==> src/nfc_regs.svh <==
// Constants for the NAND host controller: command codes, address layout, timing counts.
// Assumes a 10 MHz system clock; included by the package and the strobe and host modules.
`ifndef NFC_REGS_SVH
`define NFC_REGS_SVH
// ==========================================================================
// Command codes
`define NFC_CMD_READ_A 8'h00
`define NFC_CMD_READ_B 8'h01
`define NFC_CMD_READ_C 8'h50
`define NFC_CMD_READ_ID 8'h90
`define NFC_CMD_RESET 8'hff
`define NFC_CMD_PROG_SETUP 8'h80
`define NFC_CMD_PROG_EXEC 8'h10
`define NFC_CMD_COPY_EXEC 8'h8a
`define NFC_CMD_LOCK 8'h2a
`define NFC_CMD_UNLOCK_A 8'h23
`define NFC_CMD_UNLOCK_B 8'h24
`define NFC_CMD_LOCK_TIGHT 8'h2c
`define NFC_CMD_LOCK_STATUS 8'h7a
`define NFC_CMD_ERASE_SETUP 8'h60
`define NFC_CMD_ERASE_CONF 8'hd0
`define NFC_CMD_STATUS 8'h70
// ==========================================================================
// Address cycle layout
`define NFC_COL_LSB 0
`define NFC_COL_MSB 7
`define NFC_ROWL_LSB 8
`define NFC_ROWL_MSB 15
`define NFC_ROWH_LSB 16
`define NFC_ROWH_MSB 23
`define NFC_ADDR_FULL 2'h3
`define NFC_ADDR_ROW 2'h2
`define NFC_PAGE_IN_BLK_W 5
// ==========================================================================
// Strobe timing, ns, and cycles at the 100 ns clock
`define NFC_CLK_NS 100
`define NFC_T_STROBE_LOW_NS 60
`define NFC_T_STROBE_HIGH_NS 20
`define NFC_STROBE_LOW_CYC ((`NFC_T_STROBE_LOW_NS + `NFC_CLK_NS - 1) / `NFC_CLK_NS)
`define NFC_STROBE_HIGH_CYC ((`NFC_T_STROBE_HIGH_NS + `NFC_CLK_NS - 1) / `NFC_CLK_NS)
`endif

==> src/nfc_pkg.sv <==
// Types shared by the NAND host controller modules.
// Assumes nfc_regs.svh is on the include path.
package nfc_pkg;
  `include "nfc_regs.svh"
  // ========================================================================
  // Bus cycle kinds
  typedef enum logic [1:0] {
    NFC_CYC_CMD,
    NFC_CYC_ADDR,
    NFC_CYC_DWR,
    NFC_CYC_DRD
  } nfc_cyc_type;
  // Operations requested from the user side
  typedef enum logic [3:0] {
    NFC_OP_READ_A,
    NFC_OP_READ_B,
    NFC_OP_READ_C,
    NFC_OP_READ_ID,
    NFC_OP_RESET,
    NFC_OP_STATUS,
    NFC_OP_PROGRAM,
    NFC_OP_COPY,
    NFC_OP_ERASE,
    NFC_OP_LOCK,
    NFC_OP_UNLOCK,
    NFC_OP_LOCK_TIGHT,
    NFC_OP_LOCK_STATUS
  } nfc_op_type;
endpackage : nfc_pkg

==> src/nfc_cyc_if.sv <==
// Bus cycle request channel between sequencer and strobe engine.
// Assumes one clock domain shared by both modules.
`timescale 1ns/100ps
interface nfc_cyc_if;
  import nfc_pkg::*;
  logic valid;
  logic ready;
  nfc_cyc_type kind;
  logic [15:0] wdata;
  logic done;
  logic [15:0] rdata;
  modport seq (output valid, output kind, output wdata, input ready, input done, input rdata);
  modport eng (input valid, input kind, input wdata, output ready, output done, output rdata);
endinterface : nfc_cyc_if

==> src/nfc_strobe.sv <==
// Strobe engine: performs one command, address, data write or data read bus cycle.
// Assumes the flash pins are synchronous to clk_in; pulses are whole clock periods.
`timescale 1ns/100ps
`include "nfc_regs.svh"
module nfc_strobe
  import nfc_pkg::*;
(
  // Clock and reset
  input wire logic clk_in,
  input wire logic srst_in,
  // Cycle channel
  nfc_cyc_if.eng cyc,
  // Flash pins
  output logic cmd_latch_out,
  output logic addr_latch_out,
  output logic write_strobe_n_out,
  output logic read_strobe_n_out,
  output logic [15:0] io_out,
  output logic io_oe_out,
  input wire logic [15:0] io_in
);
  // ========================================================================
  // Pulse sequencer
  typedef enum logic [1:0] {S_IDLE, S_LOW, S_HIGH} nfc_st_type;
  localparam int LOWC = `NFC_STROBE_LOW_CYC;
  localparam int HIGHC = `NFC_STROBE_HIGH_CYC;
  nfc_st_type st_r, st_nxt;
  logic [3:0] cnt_r, cnt_nxt;
  nfc_cyc_type kind_r, kind_nxt;
  logic [15:0] wd_r, wd_nxt, rd_r, rd_nxt;
  logic done_r, done_nxt;
  assign cyc.ready = (st_r == S_IDLE);
  assign cyc.done = done_r;
  assign cyc.rdata = rd_r;
  always_comb begin
    st_nxt = st_r;
    cnt_nxt = cnt_r;
    kind_nxt = kind_r;
    wd_nxt = wd_r;
    rd_nxt = rd_r;
    done_nxt = 1'b0;
    unique case (st_r)
      S_IDLE: if (cyc.valid) begin
        st_nxt = S_LOW;
        kind_nxt = cyc.kind;
        wd_nxt = cyc.wdata;
        cnt_nxt = 4'(LOWC - 1);
      end
      S_LOW: if (cnt_r == 4'h0) begin
        // Rising strobe edge latches the value
        st_nxt = S_HIGH; // RL14
        cnt_nxt = 4'(HIGHC - 1);
        if (kind_r == NFC_CYC_DRD) begin
          rd_nxt = io_in;
        end
      end else begin
        cnt_nxt = cnt_r - 4'h1;
      end
      S_HIGH: if (cnt_r == 4'h0) begin
        st_nxt = S_IDLE;
        done_nxt = 1'b1;
      end else begin
        cnt_nxt = cnt_r - 4'h1;
      end
      default: st_nxt = S_IDLE;
    endcase
  end
  always_ff @(posedge clk_in) begin
    if (srst_in) begin
      st_r <= S_IDLE;
      cnt_r <= 4'h0;
      kind_r <= NFC_CYC_DWR;
      wd_r <= 16'h0000;
      rd_r <= 16'h0000;
      done_r <= 1'b0;
    end else begin
      st_r <= st_nxt;
      cnt_r <= cnt_nxt;
      kind_r <= kind_nxt;
      wd_r <= wd_nxt;
      rd_r <= rd_nxt;
      done_r <= done_nxt;
    end
  end
  // Latch selects hold across the whole cycle so they bracket the edge
  wire busy = (st_r != S_IDLE);
  assign cmd_latch_out = busy && (kind_r == NFC_CYC_CMD); // RL15
  assign addr_latch_out = busy && (kind_r == NFC_CYC_ADDR); // RL15
  assign write_strobe_n_out = !((st_r == S_LOW) && (kind_r != NFC_CYC_DRD)); // RL14
  assign read_strobe_n_out = !((st_r == S_LOW) && (kind_r == NFC_CYC_DRD));
  assign io_oe_out = busy && (kind_r != NFC_CYC_DRD);
  assign io_out = wd_r;
endmodule : nfc_strobe

==> src/nfc_host.sv <==
// NAND host controller top: turns user operations into command/address/data cycles.
// Assumes a flash device on the pins and synchronous pin inputs at 10 MHz.
// Functional notes
// RL1 - Read code 00h selects first half, 01h selects second half of page.
// RL2 - Device drops surplus address cycles; host never sends extras.
// RL3 - Full address is three cycles: column, low row, high row.
// RL4 - Page read and program send three address cycles after the command.
// RL5 - Erase sends only two row cycles between 60h and D0h.
// RL6 - Reset, ID, status and read commands are single cycle.
// RL7 - Program: 80h, address and data, then 10h.
// RL8 - Erase uses 60h then D0h; copy-back uses 00h then 8Ah.
// RL9 - Operation starts only after the second code is latched.
// RL10 - Lock 2Ah, unlock 23h then 24h, lock-tight 2Ch, status 7Ah.
// RL11 - While busy only reset and status read are issued.
// RL12 - Host never issues an undefined command code.
// RL13 - Second-half pointer is used only on byte-wide parts.
// RL14 - Values written with write strobe low, latched on its rise.
// RL15 - Command latch for commands, address latch for addresses, neither for data.
// RL16 - Reads and programs use whole pages, erase whole 32-page blocks, 2048 in all.
// RL17 - 65,536 pages of 528 bytes or 264 words, spare at top.
// RL18 - Word-wide data uses sixteen lines; commands stay on eight.
// RL19 - Upper eight lines held low in command and address cycles.
// RL20 - Each read strobe fall yields the next data word.
// RL21 - Ready/busy low during program, erase or page read.
// RL22 - Erase blocks hold 32 pages; low five row bits ignored.
// RL23 - A lone second-cycle code is never sent.
`timescale 1ns/100ps
`include "nfc_regs.svh"
module nfc_host
  import nfc_pkg::*;
#(
  parameter bit WIDE = 1'b0,
  parameter int LEN_W = 10
) (
  // Clock and reset
  input wire logic clk_in,
  input wire logic srst_in,
  // Operation request
  input wire logic op_valid_in,
  output logic op_ready_out,
  input wire nfc_op_type op_in,
  input wire logic [7:0] col_in,
  input wire logic [15:0] row_in,
  input wire logic [LEN_W-1:0] len_in,
  // Data streams
  input wire logic [15:0] wr_data_in,
  input wire logic wr_valid_in,
  output logic wr_ready_out,
  output logic [15:0] rd_data_out,
  output logic rd_valid_out,
  output logic op_done_out,
  output logic op_refused_out,
  // Flash pins
  output logic chip_enable_n_out,
  output logic cmd_latch_out,
  output logic addr_latch_out,
  output logic write_strobe_n_out,
  output logic read_strobe_n_out,
  output logic [15:0] io_out,
  output logic io_oe_out,
  input wire logic [15:0] io_in,
  input wire logic ready_busy_in
);
  // ========================================================================
  // Helpers
  function automatic logic busy_ok(input nfc_op_type op);
    busy_ok = (op == NFC_OP_RESET) || (op == NFC_OP_STATUS); // RL11
  endfunction : busy_ok
  function automatic logic [7:0] first_code(input nfc_op_type op);
    unique case (op)
      NFC_OP_READ_B: first_code = `NFC_CMD_READ_B; // RL1
      NFC_OP_READ_C: first_code = `NFC_CMD_READ_C;
      NFC_OP_READ_ID: first_code = `NFC_CMD_READ_ID; // RL6
      NFC_OP_RESET: first_code = `NFC_CMD_RESET;
      NFC_OP_STATUS: first_code = `NFC_CMD_STATUS;
      NFC_OP_PROGRAM: first_code = `NFC_CMD_PROG_SETUP; // RL7
      NFC_OP_ERASE: first_code = `NFC_CMD_ERASE_SETUP; // RL8
      NFC_OP_LOCK: first_code = `NFC_CMD_LOCK; // RL10
      NFC_OP_UNLOCK: first_code = `NFC_CMD_UNLOCK_A;
      NFC_OP_LOCK_TIGHT: first_code = `NFC_CMD_LOCK_TIGHT;
      NFC_OP_LOCK_STATUS: first_code = `NFC_CMD_LOCK_STATUS;
      default: first_code = `NFC_CMD_READ_A; // Read A and copy-back
    endcase
  endfunction : first_code
  function automatic logic [7:0] second_code(input nfc_op_type op);
    unique case (op)
      NFC_OP_PROGRAM: second_code = `NFC_CMD_PROG_EXEC;
      NFC_OP_COPY: second_code = `NFC_CMD_COPY_EXEC; // RL8
      NFC_OP_ERASE: second_code = `NFC_CMD_ERASE_CONF;
      default: second_code = `NFC_CMD_UNLOCK_B;
    endcase
  endfunction : second_code
  function automatic logic [1:0] addr_cycles(input nfc_op_type op);
    unique case (op)
      NFC_OP_READ_A, NFC_OP_READ_B, NFC_OP_READ_C, NFC_OP_PROGRAM, NFC_OP_COPY:
        addr_cycles = `NFC_ADDR_FULL; // RL4
      NFC_OP_ERASE, NFC_OP_UNLOCK, NFC_OP_LOCK_TIGHT, NFC_OP_LOCK:
        addr_cycles = `NFC_ADDR_ROW; // RL5
      NFC_OP_READ_ID: addr_cycles = 2'h1;
      default: addr_cycles = 2'h0;
    endcase
  endfunction : addr_cycles
  function automatic logic two_cycle(input nfc_op_type op);
    two_cycle = (op == NFC_OP_PROGRAM) || (op == NFC_OP_COPY) ||
                (op == NFC_OP_ERASE) || (op == NFC_OP_UNLOCK);
  endfunction : two_cycle
  // ========================================================================
  // Engine
  nfc_cyc_if cyc ();
  nfc_strobe u_strobe (
    .clk_in(clk_in),
    .srst_in(srst_in),
    .cyc(cyc),
    .cmd_latch_out(cmd_latch_out),
    .addr_latch_out(addr_latch_out),
    .write_strobe_n_out(write_strobe_n_out),
    .read_strobe_n_out(read_strobe_n_out),
    .io_out(io_out),
    .io_oe_out(io_oe_out),
    .io_in(io_in)
  );
  // ========================================================================
  // Operation sequencer
  typedef enum logic [2:0] {Q_IDLE, Q_CMD1, Q_ADDR, Q_WAIT, Q_DATA, Q_CMD2, Q_FIN}
    nfc_q_type;
  nfc_q_type q_r, q_nxt;
  nfc_op_type op_r, op_nxt;
  logic [23:0] addr_r, addr_nxt;
  logic [1:0] ai_r, ai_nxt;
  logic [LEN_W-1:0] left_r, left_nxt;
  logic issued_r, issued_nxt;
  logic [15:0] rd_r, rd_nxt;
  logic rdv_r, rdv_nxt, done_r, done_nxt, ref_r, ref_nxt;
  logic [7:0] row_low;
  wire dev_busy = !ready_busy_in;
  wire is_read = (op_r == NFC_OP_READ_A) || (op_r == NFC_OP_READ_B) ||
                 (op_r == NFC_OP_READ_C) || (op_r == NFC_OP_READ_ID) ||
                 (op_r == NFC_OP_STATUS) || (op_r == NFC_OP_LOCK_STATUS);
  wire is_write = (op_r == NFC_OP_PROGRAM);
  // Erase drops page-in-block bits; page size and block count are device-side
  assign row_low = (op_r == NFC_OP_ERASE) ?
    {addr_r[`NFC_ROWL_MSB:`NFC_ROWL_LSB + `NFC_PAGE_IN_BLK_W],
     `NFC_PAGE_IN_BLK_W'(0)} : addr_r[`NFC_ROWL_MSB:`NFC_ROWL_LSB]; // RL22 RL16
  logic [7:0] addr_byte;
  always_comb begin
    addr_byte = 8'h00;
    if (addr_cycles(op_r) == `NFC_ADDR_ROW) begin
      addr_byte = (ai_r == 2'h0) ? row_low : addr_r[`NFC_ROWH_MSB:`NFC_ROWH_LSB]; // RL5
    end else begin
      unique case (ai_r)
        2'h0: addr_byte = addr_r[`NFC_COL_MSB:`NFC_COL_LSB]; // RL3
        2'h1: addr_byte = row_low;
        default: addr_byte = addr_r[`NFC_ROWH_MSB:`NFC_ROWH_LSB];
      endcase
    end
  end
  assign op_ready_out = (q_r == Q_IDLE);
  assign wr_ready_out = (q_r == Q_DATA) && is_write && !issued_r && cyc.ready;
  always_comb begin
    q_nxt = q_r;
    op_nxt = op_r;
    addr_nxt = addr_r;
    ai_nxt = ai_r;
    left_nxt = left_r;
    issued_nxt = issued_r;
    rd_nxt = rd_r;
    rdv_nxt = 1'b0;
    done_nxt = 1'b0;
    ref_nxt = 1'b0;
    cyc.valid = 1'b0;
    cyc.kind = NFC_CYC_CMD;
    cyc.wdata = 16'h0000;
    unique case (q_r)
      Q_IDLE: if (op_valid_in) begin
        if ((dev_busy && !busy_ok(op_in)) || (WIDE && op_in == NFC_OP_READ_B)) begin
          ref_nxt = 1'b1; // RL11 RL13 RL12
        end else begin
          q_nxt = Q_CMD1;
          op_nxt = op_in;
          addr_nxt = {row_in, col_in}; // RL17
          ai_nxt = 2'h0;
          left_nxt = len_in;
          issued_nxt = 1'b0;
        end
      end
      Q_CMD1, Q_CMD2: begin
        // Copy-back confirm must wait out the page load busy time
        cyc.valid = !issued_r && ((q_r == Q_CMD1) || !dev_busy); // RL11
        cyc.kind = NFC_CYC_CMD; // RL15
        // Upper lines held low for commands
        cyc.wdata = {8'h00, (q_r == Q_CMD1) ? first_code(op_r) : second_code(op_r)}; // RL19
        if (cyc.valid && cyc.ready) issued_nxt = 1'b1;
        if (cyc.done) begin
          issued_nxt = 1'b0;
          if (q_r == Q_CMD2) q_nxt = Q_WAIT; // RL9
          else if (addr_cycles(op_r) != 2'h0) q_nxt = Q_ADDR;
          else q_nxt = Q_WAIT;
        end
      end
      Q_ADDR: begin
        cyc.valid = !issued_r;
        cyc.kind = NFC_CYC_ADDR;
        cyc.wdata = {8'h00, addr_byte}; // RL19 RL3
        if (cyc.valid && cyc.ready) issued_nxt = 1'b1;
        if (cyc.done) begin
          issued_nxt = 1'b0;
          ai_nxt = ai_r + 2'h1;
          // Exactly the count needed, no surplus cycles
          if (ai_r + 2'h1 == addr_cycles(op_r)) begin // RL2 RL4
            if (is_write) q_nxt = Q_DATA;
            else if (two_cycle(op_r)) q_nxt = Q_CMD2; // RL23
            else q_nxt = Q_WAIT;
          end
        end
      end
      Q_WAIT: if (ready_busy_in) begin // RL21
        if (is_read && left_r != '0) q_nxt = Q_DATA;
        else q_nxt = Q_FIN;
      end
      Q_DATA: begin
        if (left_r == '0) begin
          q_nxt = is_write ? Q_CMD2 : Q_FIN; // RL7
        end else begin
          cyc.valid = !issued_r && (is_write ? wr_valid_in : 1'b1);
          cyc.kind = is_write ? NFC_CYC_DWR : NFC_CYC_DRD;
          // Byte parts only carry the low lane
          cyc.wdata = WIDE ? wr_data_in : {8'h00, wr_data_in[7:0]}; // RL18
          if (cyc.valid && cyc.ready) issued_nxt = 1'b1;
          if (cyc.done) begin
            issued_nxt = 1'b0;
            left_nxt = left_r - 1'b1;
            if (!is_write) begin
              rd_nxt = WIDE ? cyc.rdata : {8'h00, cyc.rdata[7:0]}; // RL20
              rdv_nxt = 1'b1;
            end
          end
        end
      end
      Q_FIN: begin
        done_nxt = 1'b1;
        q_nxt = Q_IDLE;
      end
      default: q_nxt = Q_IDLE;
    endcase
  end
  always_ff @(posedge clk_in) begin
    if (srst_in) begin
      q_r <= Q_IDLE;
      op_r <= NFC_OP_RESET;
      addr_r <= 24'h000000;
      ai_r <= 2'h0;
      left_r <= '0;
      issued_r <= 1'b0;
      rd_r <= 16'h0000;
      rdv_r <= 1'b0;
      done_r <= 1'b0;
      ref_r <= 1'b0;
    end else begin
      q_r <= q_nxt;
      op_r <= op_nxt;
      addr_r <= addr_nxt;
      ai_r <= ai_nxt;
      left_r <= left_nxt;
      issued_r <= issued_nxt;
      rd_r <= rd_nxt;
      rdv_r <= rdv_nxt;
      done_r <= done_nxt;
      ref_r <= ref_nxt;
    end
  end
  assign rd_data_out = rd_r;
  assign rd_valid_out = rdv_r;
  assign op_done_out = done_r;
  assign op_refused_out = ref_r;
  assign chip_enable_n_out = (q_r == Q_IDLE); // RL14
endmodule : nfc_host

==> config.mk <==
export PLATFORM = sky130hd
export DESIGN_NAME = nfc_host
export DESIGN_NICKNAME = d
export VERILOG_FILES = /design/src/nfc_pkg.sv /design/src/nfc_cyc_if.sv /design/src/nfc_strobe.sv /design/src/nfc_host.sv
export VERILOG_INCLUDE_DIRS = /design/src
export SDC_FILE = /design/constraint.sdc
export NUM_CORES = 1
export LEC_CHECK = 0
export ABC_AREA = 0
export ABC_CLOCK_PERIOD_IN_PS = 2600
export BUFFER_PORTS_ARGS = -buffer_cell sky130_fd_sc_hd__buf_2
export CORE_MARGIN = 5
export CORE_UTILIZATION = 49
export CTS_CLUSTER_DIAMETER = 150
export CTS_CLUSTER_SIZE = 25
export DETAILED_ROUTE_END_ITERATION = 8
export GPL_TIMING_DRIVEN = 0
export PLACE_DENSITY = 0.82
export SLEW_MARGIN = 20
export SYNTH_ARGS = -nofsm -noshare
export SYNTH_HDL_FRONTEND = slang
export SYNTH_HIERARCHICAL = 1
export SYNTH_SLANG_ARGS = --single-unit
==> constraint.sdc <==
create_clock -name clk_in -period 2.6 [get_ports clk_in]
set_input_delay 0.26 -clock clk_in [delete_from_list [all_inputs] [get_ports clk_in]]
set_output_delay 0.26 -clock clk_in [all_outputs]
set_load 0.02 [all_outputs]
==> results of run 1 <==
[placed cells by master (no fill, tap or decap), drive strengths merged, types with 5 or more instances in the layout]
master and instances:
and2 5, nand2b 11, mux2i 15, a222oi 5, conb 16, o21ai 27
a21oi 79, nor3 7, a211oi 5, nor2 39, a31oi 6, ha 15
nand3 15, nor2b 5, buf 113, clkbuf 37, nand2 138, inv 21
dfxtp 98, a21o 5, nor3b 8
[cell type report]
class / instances / area [um2]
buffer: 48 / 246
clock buffer: 9 / 124
clock inverter: 7 / 82.6
fill: 895 / 3870
inverter: 17 / 66.3
multi-input combinational: 474 / 2830
sequential: 98 / 1960
tap: 133 / 166
timing repair buffer: 93 / 465
[routing by layer]
layer / vias up / part of all wire [%]
met3: 19 / 6.9
li1: 2385 / -
met1: 2277 / 44
met5: - / 0
met2: 174 / 48
met4: 0 / 1.5
[timing repair]
item | 4_1_cts | 5_1_grt
pin swaps | 0 | 2
gates resized for setup | 12 | 17
endpoints found under the setup margin | 15 | 25
[worst max-delay path, stage by stage (launching register included)]
cell and delay [ns]:
dfxtp_1 0.35, inv_2 0.09, ha_4 0.15, or4b_4 0.52
or3_4 0.43, nand2_4 0.11, inv_4 0.05, clkbuf_4 0.19
a221o_1 0.36, nand2_1 0.06, a21oi_1 0.06
[metrics by stage]
step                      hold slack (ns)  utilization [%]  total power, uW  worst slack, ns
final                               0.116             60.6             5300            0.119
after global routing                0.111             60.6             5630          0.00420
after CTS                           0.106             60.0             5200           0.0103
after detailed placement            0.447             57.6             4080           -0.331
after global placement              0.441             57.6             4020           -0.315
after floorplan                     0.366                -             3490           0.0239
[power by group]
part	switching, uW	internal (uW)	leakage [uW]
Clock	583	464	0.000104
Sequential	204	1770	0.000799
Combinational	1400	886	0.00154
[worst paths after layout]
check / start / end
min reg2reg: u_strobe/cyc.rdata[5] / u_strobe/cyc.rdata[5]
max: left_r[0] / u_strobe/io_out[4]
min: col_in[2] / addr_r[2]
max reg2reg: left_r[0] / u_strobe/io_out[4]
==> flow_summary_export.csv, run 1 <==
group,metric,value,unit
outcome,status,"completed",
timing,tightest_slew,0.734,ns
global_routing,grt-ovfl-total,0,
floorplan,die_w,111,um
synthesis,syn_area_per_cell,7.93,um2
routing,postRouteAntennaNets,0,
synthesis,syn_area,4960,um2
finish,instances_no_fill,879,
floorplan,die_h,111,um
setup_path,r2r_cells,10,
global_routing,met1_usage,28.0,%
synthesis,ys.warnings.count,6,
timing,period_minus_slack,2.48,ns
setup_path,required,2.84,ns
global_routing,grt_first_pass_wirelength,22200,um
finish,nNetsFinal,831,
hold_path,min_path_cells,3,
global_routing,top_usage_layer,"met2",
timing,setup_viol,0,
clock_network,cts_buffer_depth,2,
routing,drt-pass1-iter-count,5,
placement,placed_area,5650,um2
setup_path,path_class,"register to register",
global_routing,grt_pass1_vias,4622,
timing,rsz0062_at_grt,"false",
setup_path,critPathLaunchType,"register",
clock_network,cts_hold_buf,0,
routing,drt_iter0_drc,469,
clock_network,tritoncts,"built",
placement,port_buffers,93,
clock_network,clk_latency,0.37,ns
placement,hpwl,10300,um
floorplan,io_pins,118,
global_routing,grt_usage,21.7,%
clock_network,cts-buffers-inserted,9,
clock_network,root_buffer,"clkbuf_8",
clock_network,clkTransAtPathRegs,0.10,ns
setup_path,critPathCaptureType,"register",
floorplan,rows,36,
global_routing,gr-usage-met3,3.56,%
global_routing,antenna_found_initial,0,
finish,final_area,5950,um2
setup_path,cp_max_fo,10,
routing,via_per_inst,5.52,
timing,final-hold-violation-count,0,
routing,wirelength,13600,um
finish,drive_gt1_share,21.4,%
clock_network,htree_num_levels,3,
clock_network,clkSinkCount,98,
routing,routed-via-count,4855,
pwr,p_per_area,891,nW/um2
hold_path,hp-class,"input pin to register",
setup_path,cp_data_arrival_time,2.73,ns
global_routing,grt_use_met2,36.6,%
setup_path,reg2reg_setup_slack,0.12,ns
pwr,p_leak,0.00244,uW
run,maxCapViolCount,0,
routing,wl_per_cell,15.5,um
clock_network,post-cts-setup-buffers,0,
timing,fin_skew,0.0151,ns
synthesis,synth_cells,625,
timing,slew_headroom,50.6,%
placement,dp.cells,866,
timing,slew_viol_final,0,
pwr,ir_drop,0.402,mV
floorplan,core,9820,um2
global_routing,grt_start_max_net_pins,19,
timing,period_share,95.4,%
routing,drc,0,
finish,area_growth,20.0,%
placement,routabilityCongestion,0.927,
timing,fin_tns_setup,0,ns
floorplan,die-area,12200,um2
finish,n_antenna_cell,0,
timing,max_freq,403,MHz
floorplan,initial_core_util,50.5,%
No activity file was read; power rests on OpenSTA's default activity.
==> run 2: changes to the inputs <==
--- a/config.mk
+++ b/config.mk
@@ -9,13 +9,16 @@
 export ABC_AREA = 0
 export ABC_CLOCK_PERIOD_IN_PS = 2600
 export BUFFER_PORTS_ARGS = -buffer_cell sky130_fd_sc_hd__buf_2
+export CELL_PAD_IN_SITES_DETAIL_PLACEMENT = 1
+export CELL_PAD_IN_SITES_GLOBAL_PLACEMENT = 1
 export CORE_MARGIN = 5
-export CORE_UTILIZATION = 49
+export CORE_UTILIZATION = 36
+export CTS_BUF_LIST = sky130_fd_sc_hd__clkbuf_16
 export CTS_CLUSTER_DIAMETER = 150
 export CTS_CLUSTER_SIZE = 25
 export DETAILED_ROUTE_END_ITERATION = 8
 export GPL_TIMING_DRIVEN = 0
-export PLACE_DENSITY = 0.82
+export PLACE_DENSITY = 0.83
 export SLEW_MARGIN = 20
 export SYNTH_ARGS = -nofsm -noshare
 export SYNTH_HDL_FRONTEND = slang
==> run 2 against run 1 <==
Compared with the run above:
- final cell count grew 5.3%
- die area increased by 33%
- first-iteration DRC count fell by 9.8%
- via count increased by 1.9%
- global-route usage shrank 1.7 points
- critical endpoint is now u_strobe/io_out[5]
==> flow_summary_export.csv, run 2 (same netlist as run 1, synthesis figures left out) <==
group,metric,value,unit
clock_network,cts-buffers-inserted,9,
setup_path,critPathCaptureType,"register",
routing,via_per_inst,5.34,
finish,n_antenna_cell,0,
floorplan,initial_core_util,37.0,%
clock_network,clkSinkCount,98,
outcome,status,"completed",
setup_path,cp_max_fo,10,
floorplan,die_h,127,um
finish,nNetsFinal,835,
timing,max_freq,394,MHz
global_routing,grt_pass1_vias,5131,
clock_network,cts_buffer_depth,2,
finish,drive_gt1_share,21.5,%
finish,n_fill_cell,1691,
clock_network,root_buffer,"clkbuf_16",
setup_path,critPathLaunchType,"register",
finish,post-route-util,45.6,%
clock_network,htree_num_levels,3,
timing,fin_skew,0.00815,ns
setup_path,regToRegStartpoint,"left_r[0]",
placement,port_buffers,93,
run,maxCapViolCount,0,
timing,slew_viol_final,0,
routing,drt_iter0_drc,423,
finish,instances_no_fill,926,
routing,wl_per_cell,17.8,um
hold_path,hp-class,"input pin to register",
setup_path,cp_data_arrival_time,2.76,ns
placement,routabilityCongestion,0.877,
timing,period_share,97.7,%
routing,drc,0,
floorplan,rows,42,
finish,final_common_cell,"nand2_1",
timing,slew_headroom,49.8,%
placement,hpwl,12100,um
timing,final-hold-violation-count,0,
clock_network,clkTransAtPathRegs,0.07,ns
floorplan,core,13400,um2
finish,area_growth,23.3,%
global_routing,grt-ovfl-total,0,
setup_path,reg2reg_setup_slack,0.06,ns
finish,final_cell_mix,"nand2_1 (136), buf_2 (97), dfxtp_1 (96)",
pwr,ir_drop,0.457,mV
routing,routed-via-count,4946,
pwr,p_per_area,931,nW/um2
setup_path,required,2.82,ns
setup_path,r2r-end,"u_strobe/io_out[5]",
routing,wirelength,16400,um
clock_network,clk_latency,0.35,ns
routing,postRouteAntennaNets,0,
timing,setup_viol,0,
timing,tightest_slew,0.752,ns
floorplan,die-area,16200,um2
timing,period_minus_slack,2.54,ns
floorplan,io_pins,118,
routing,drt-pass1-iter-count,5,
placement,dp.cells,909,
global_routing,antenna_found_initial,0,
global_routing,grt_usage,20.0,%
setup_path,cp-startpoint,"left_r[0]",
global_routing,grt_start_max_net_pins,18,
setup_path,path_class,"register to register",
setup_path,cp-endpoint,"u_strobe/io_out[5]",
pwr,p_leak,0.00250,uW
timing,fin_tns_setup,0,ns
global_routing,grt_first_pass_wirelength,26300,um
setup_path,r2r_cells,11,
floorplan,die_w,127,um
clock_network,tritoncts,"built",
clock_network,cts_hold_buf,0,
[run 2: cell count changes in the layout (fill, tap and decap cells not counted), sizes merged]
cell / change
clkinv: +2
clkbuf: -1
bufinv: -1
inv: -1
buf: +5
[run 2: worst min path at each step]
stage / slack (ns) / cells after the start / endpoint / startpoint
2_1_floorplan: 0.37 / 1 / u_strobe/kind_r[1] / srst_in
3_3_place_gp: 0.44 / 2 / u_strobe/cyc.rdata[1] / u_strobe/cyc.rdata[1]
3_5_place_dp: 0.45 / 2 / u_strobe/io_out[8] / u_strobe/io_out[8]
4_1_cts: 0.13 / 3 / addr_r[10] / row_in[2]
5_1_grt: 0.14 / 3 / addr_r[12] / row_in[4]
6_report: 0.14 / 3 / addr_r[10] / row_in[2]
[run 2: per-stage QoR]
step	cell area [um2]	worst slack, ns	power, uW	hold slack, ns
after floorplan	5020	0.0239	3490	0.366
after global placement	5710	-0.339	4040	0.441
after detailed placement	5710	-0.394	4150	0.447
after CTS	6020	0.00157	5520	0.134
after global routing	6120	-0.0393	6040	0.142
final	6120	0.0601	5700	0.142
[run 2: power by group]
part	internal [uW]	switching (uW)	leakage (uW)
sequential	1770	218	0.000799
combinational	948	1480	0.00156
clock	659	619	0.000137
[run 2: cell type report]
class / count / area (um2) / area share (%)
multi-input combinational: 474 / 2830 / 46.3
sequential: 98 / 1970 / 32.2
timing repair buffer: 97 / 495 / 8.10
buffer: 48 / 256 / 4.19
clock buffer: 9 / 225 / 3.68
tap: 176 / 220 / 3.60
inverter: 17 / 66.3 / 1.08
clock inverter: 7 / 52.6 / 0.859
[run 2: repair_timing]
item,4_1_cts,5_1_grt
setup buffers,0,4
pin swaps,0,5
resized for setup,13,19
endpoints found under the setup margin,15,33
[run 2: per-layer routing]
metal	vias to the layer above	global-route usage (%)	wire length, um
met5	-	0	0
met4	0	7.00	275
met3	16	3.17	721
met2	138	35.0	8310
met1	2391	24.8	7140
li1	2401	-	-
[run 2: critical path: stages (launching register included)]
cell      delay (ns)
dfxtp_1         0.34
inv_1           0.12
ha_4            0.17
or4b_4          0.52
or3_4           0.43
nand2_4         0.11
inv_4           0.05
clkbuf_4        0.19
a21oi_1         0.17
o21ai_0         0.16
nand2_1         0.11
a21oi_1         0.06
==> run 3: changes to the inputs <==
--- a/config.mk
+++ b/config.mk
@@ -19,6 +19,7 @@
 export DETAILED_ROUTE_END_ITERATION = 8
 export GPL_TIMING_DRIVEN = 0
 export PLACE_DENSITY = 0.83
+export RECOVER_POWER = 100
 export SLEW_MARGIN = 20
 export SYNTH_ARGS = -nofsm -noshare
 export SYNTH_HDL_FRONTEND = slang
==> run 3 against run 2 <==
Compared with the run above:
- hold slack improved by 0.0010 ns
- utilization decreased by 0.49 points
- critical endpoint is now u_strobe/cnt_r[2]
- register-to-register slack about the same
- sequential share of layout area increased by 0.30 points
- clock skew about the same
- critical path type unchanged
==> flow_summary_export.csv, run 3 (same netlist as run 1, synthesis figures left out) <==
group,metric,value,unit
finish,nNetsFinal,835,
finish,post-route-util,45.2,%
floorplan,io_pins,118,
clock_network,cts-buffers-inserted,9,
clock_network,clk_latency,0.35,ns
setup_path,critPathCaptureType,"register",
setup_path,path_class,"register to register",
clock_network,cts_hold_buf,0,
hold_path,hp-class,"input pin to register",
timing,fin_tns_setup,0,ns
routing,drc,0,
floorplan,rows,42,
floorplan,die_h,127,um
routing,wirelength,16500,um
pwr,p_int,3320,uW
clock_network,clkSinkCount,98,
pwr,comb_power_share,42.0,%
floorplan,die_w,127,um
setup_path,r2r-end,"u_strobe/cnt_r[2]",
timing,fin_skew,0.00767,ns
timing,slew_viol_final,0,
timing,hold_slack,0.144,ns
global_routing,grt-ovfl-total,0,
setup_path,max_stage_delay,0.59,ns
timing,period_minus_slack,2.55,ns
placement,placed_area,5710,um2
setup_path,cp-endpoint,"u_strobe/cnt_r[2]",
routing,wl_per_cell,17.8,um
setup_path,critPathLaunchType,"register",
routing,routed-via-count,4928,
floorplan,core,13400,um2
pwr,p_seq_share,35.3,%
finish,final_common_cell,"nand2_1",
setup_path,cpMaxStageDelayCell,"nor4b_1",
routing,drt_iter0_drc,408,
routing,postRouteAntennaNets,0,
pwr,p_sw,2320,uW
placement,port_buffers,93,
setup_path,path_cells,"clkbuf_4 > or3b_4 > o21a_1 > nor2_4 > nor2b_1 > nor4b_1 > nand3b_1 > a31oi_1",
global_routing,antenna_found_initial,0,
clock_network,clkTransAtPathRegs,0.07,ns
clock_network,root_buffer,"clkbuf_16",
setup_path,cp-startpoint,"q_r[0]",
finish,final_cell_mix,"nand2_1 (136), dfxtp_1 (96), a21oi_1 (75)",
pwr,pwr-share-clk,22.7,%
routing,drt-pass1-iter-count,5,
setup_path,required,2.87,ns
clock_network,htree_num_levels,3,
timing,slew_headroom,48.7,%
timing,final-hold-violation-count,0,
finish,drive_gt1_share,16.9,%
finish,area_growth,22.0,%
run,maxCapViolCount,0,
clock_network,tritoncts,"built",
routing,via_per_inst,5.32,
placement,hpwl,12100,um
setup_path,cp_data_arrival_time,2.82,ns
pwr,ir_drop,0.440,mV
floorplan,die-area,16200,um2
pwr,p_per_area,932,nW/um2
setup_path,r2r_cells,8,
global_routing,grt_start_max_net_pins,18,
pwr,swShare,41.1,%
placement,routabilityCongestion,0.877,
finish,final_area,6050,um2
outcome,status,"completed",
finish,instances_no_fill,926,
pwr,p_leak,0.00236,uW
global_routing,grt_usage,20.0,%
setup_path,cp_max_fo,15,
global_routing,grt_first_pass_wirelength,26300,um
finish,n_antenna_cell,0,
timing,setup_viol,0,
timing,period_share,98.1,%
clock_network,cts_buffer_depth,2,
timing,max_freq,392,MHz
timing,tightest_slew,0.769,ns
setup_path,reg2reg_setup_slack,0.05,ns
placement,dp.cells,909,
global_routing,grt_pass1_vias,5131,
floorplan,initial_core_util,37.0,%
setup_path,regToRegStartpoint,"q_r[0]",
## run 3: cell type report
| class | instances | area, um2 |
|---|---|---|
| fill | 1712 | 7350 |
| multi-input combinational | 474 | 2830 |
| sequential | 98 | 1960 |
| timing repair buffer | 97 | 454 |
| buffer | 48 | 243 |
| clock buffer | 9 | 225 |
| tap | 176 | 220 |
| inverter | 17 | 66.3 |
| clock inverter | 7 | 52.6 |
## run 3: stage by stage
step / total power [uW] / setup WS, ns
after floorplan: 3490 / 0.0239
after global placement: 4040 / -0.339
after detailed placement: 4150 / -0.394
after CTS: 5520 / 0.00157
after global routing: 5980 / -0.0372
final: 5640 / 0.0486
## run 3: how the worst min path moves through the flow
stage | from | end | slack, ns | cells past startpoint
floorplan | srst_in | u_strobe/kind_r[1] | 0.37 | 1
global placement | u_strobe/cyc.rdata[1] | u_strobe/cyc.rdata[1] | 0.44 | 2
detailed placement | u_strobe/io_out[8] | u_strobe/io_out[8] | 0.45 | 2
CTS | row_in[2] | addr_r[10] | 0.13 | 3
global route | row_in[4] | addr_r[12] | 0.14 | 3
finish | row_in[2] | addr_r[10] | 0.14 | 3
## run 3: metal layers
layer / up-vias / GRT usage (%) / routed length, um
li1: 2393 / - / -
met1: 2377 / 24.8 / 7180
met2: 138 / 35.0 / 8200
met3: 20 / 3.17 / 761
met4: 0 / 7.00 / 303
met5: - / 0 / 0
## run 3: timing repair
item | in CTS | in global routing
resized for setup | 13 | 19
setup buffers | 0 | 4
endpoints found under the setup margin | 15 | 33
pin swaps | 0 | 5
endpoints found under the hold margin | 0 | 0
## run 3: critical path, delay by kind of cell, from the launching register on
kind / cells / cell delay (ns)
flops: 1 / 0.36
compound gates: 2 / 0.42
simple gates: 5 / 1.47
buf+inv: 1 / 0.21
## run 3: power groups by stage
stage / Clock (uW) / Combinational (uW) / Sequential, uW
after floorplan: 0 / 1460 / 2030
after global placement: 0 / 2080 / 1970
after detailed placement: 0 / 2160 / 1980
after CTS: 1300 / 2240 / 1980
after global routing: 1370 / 2600 / 2020
final: 1280 / 2370 / 1990
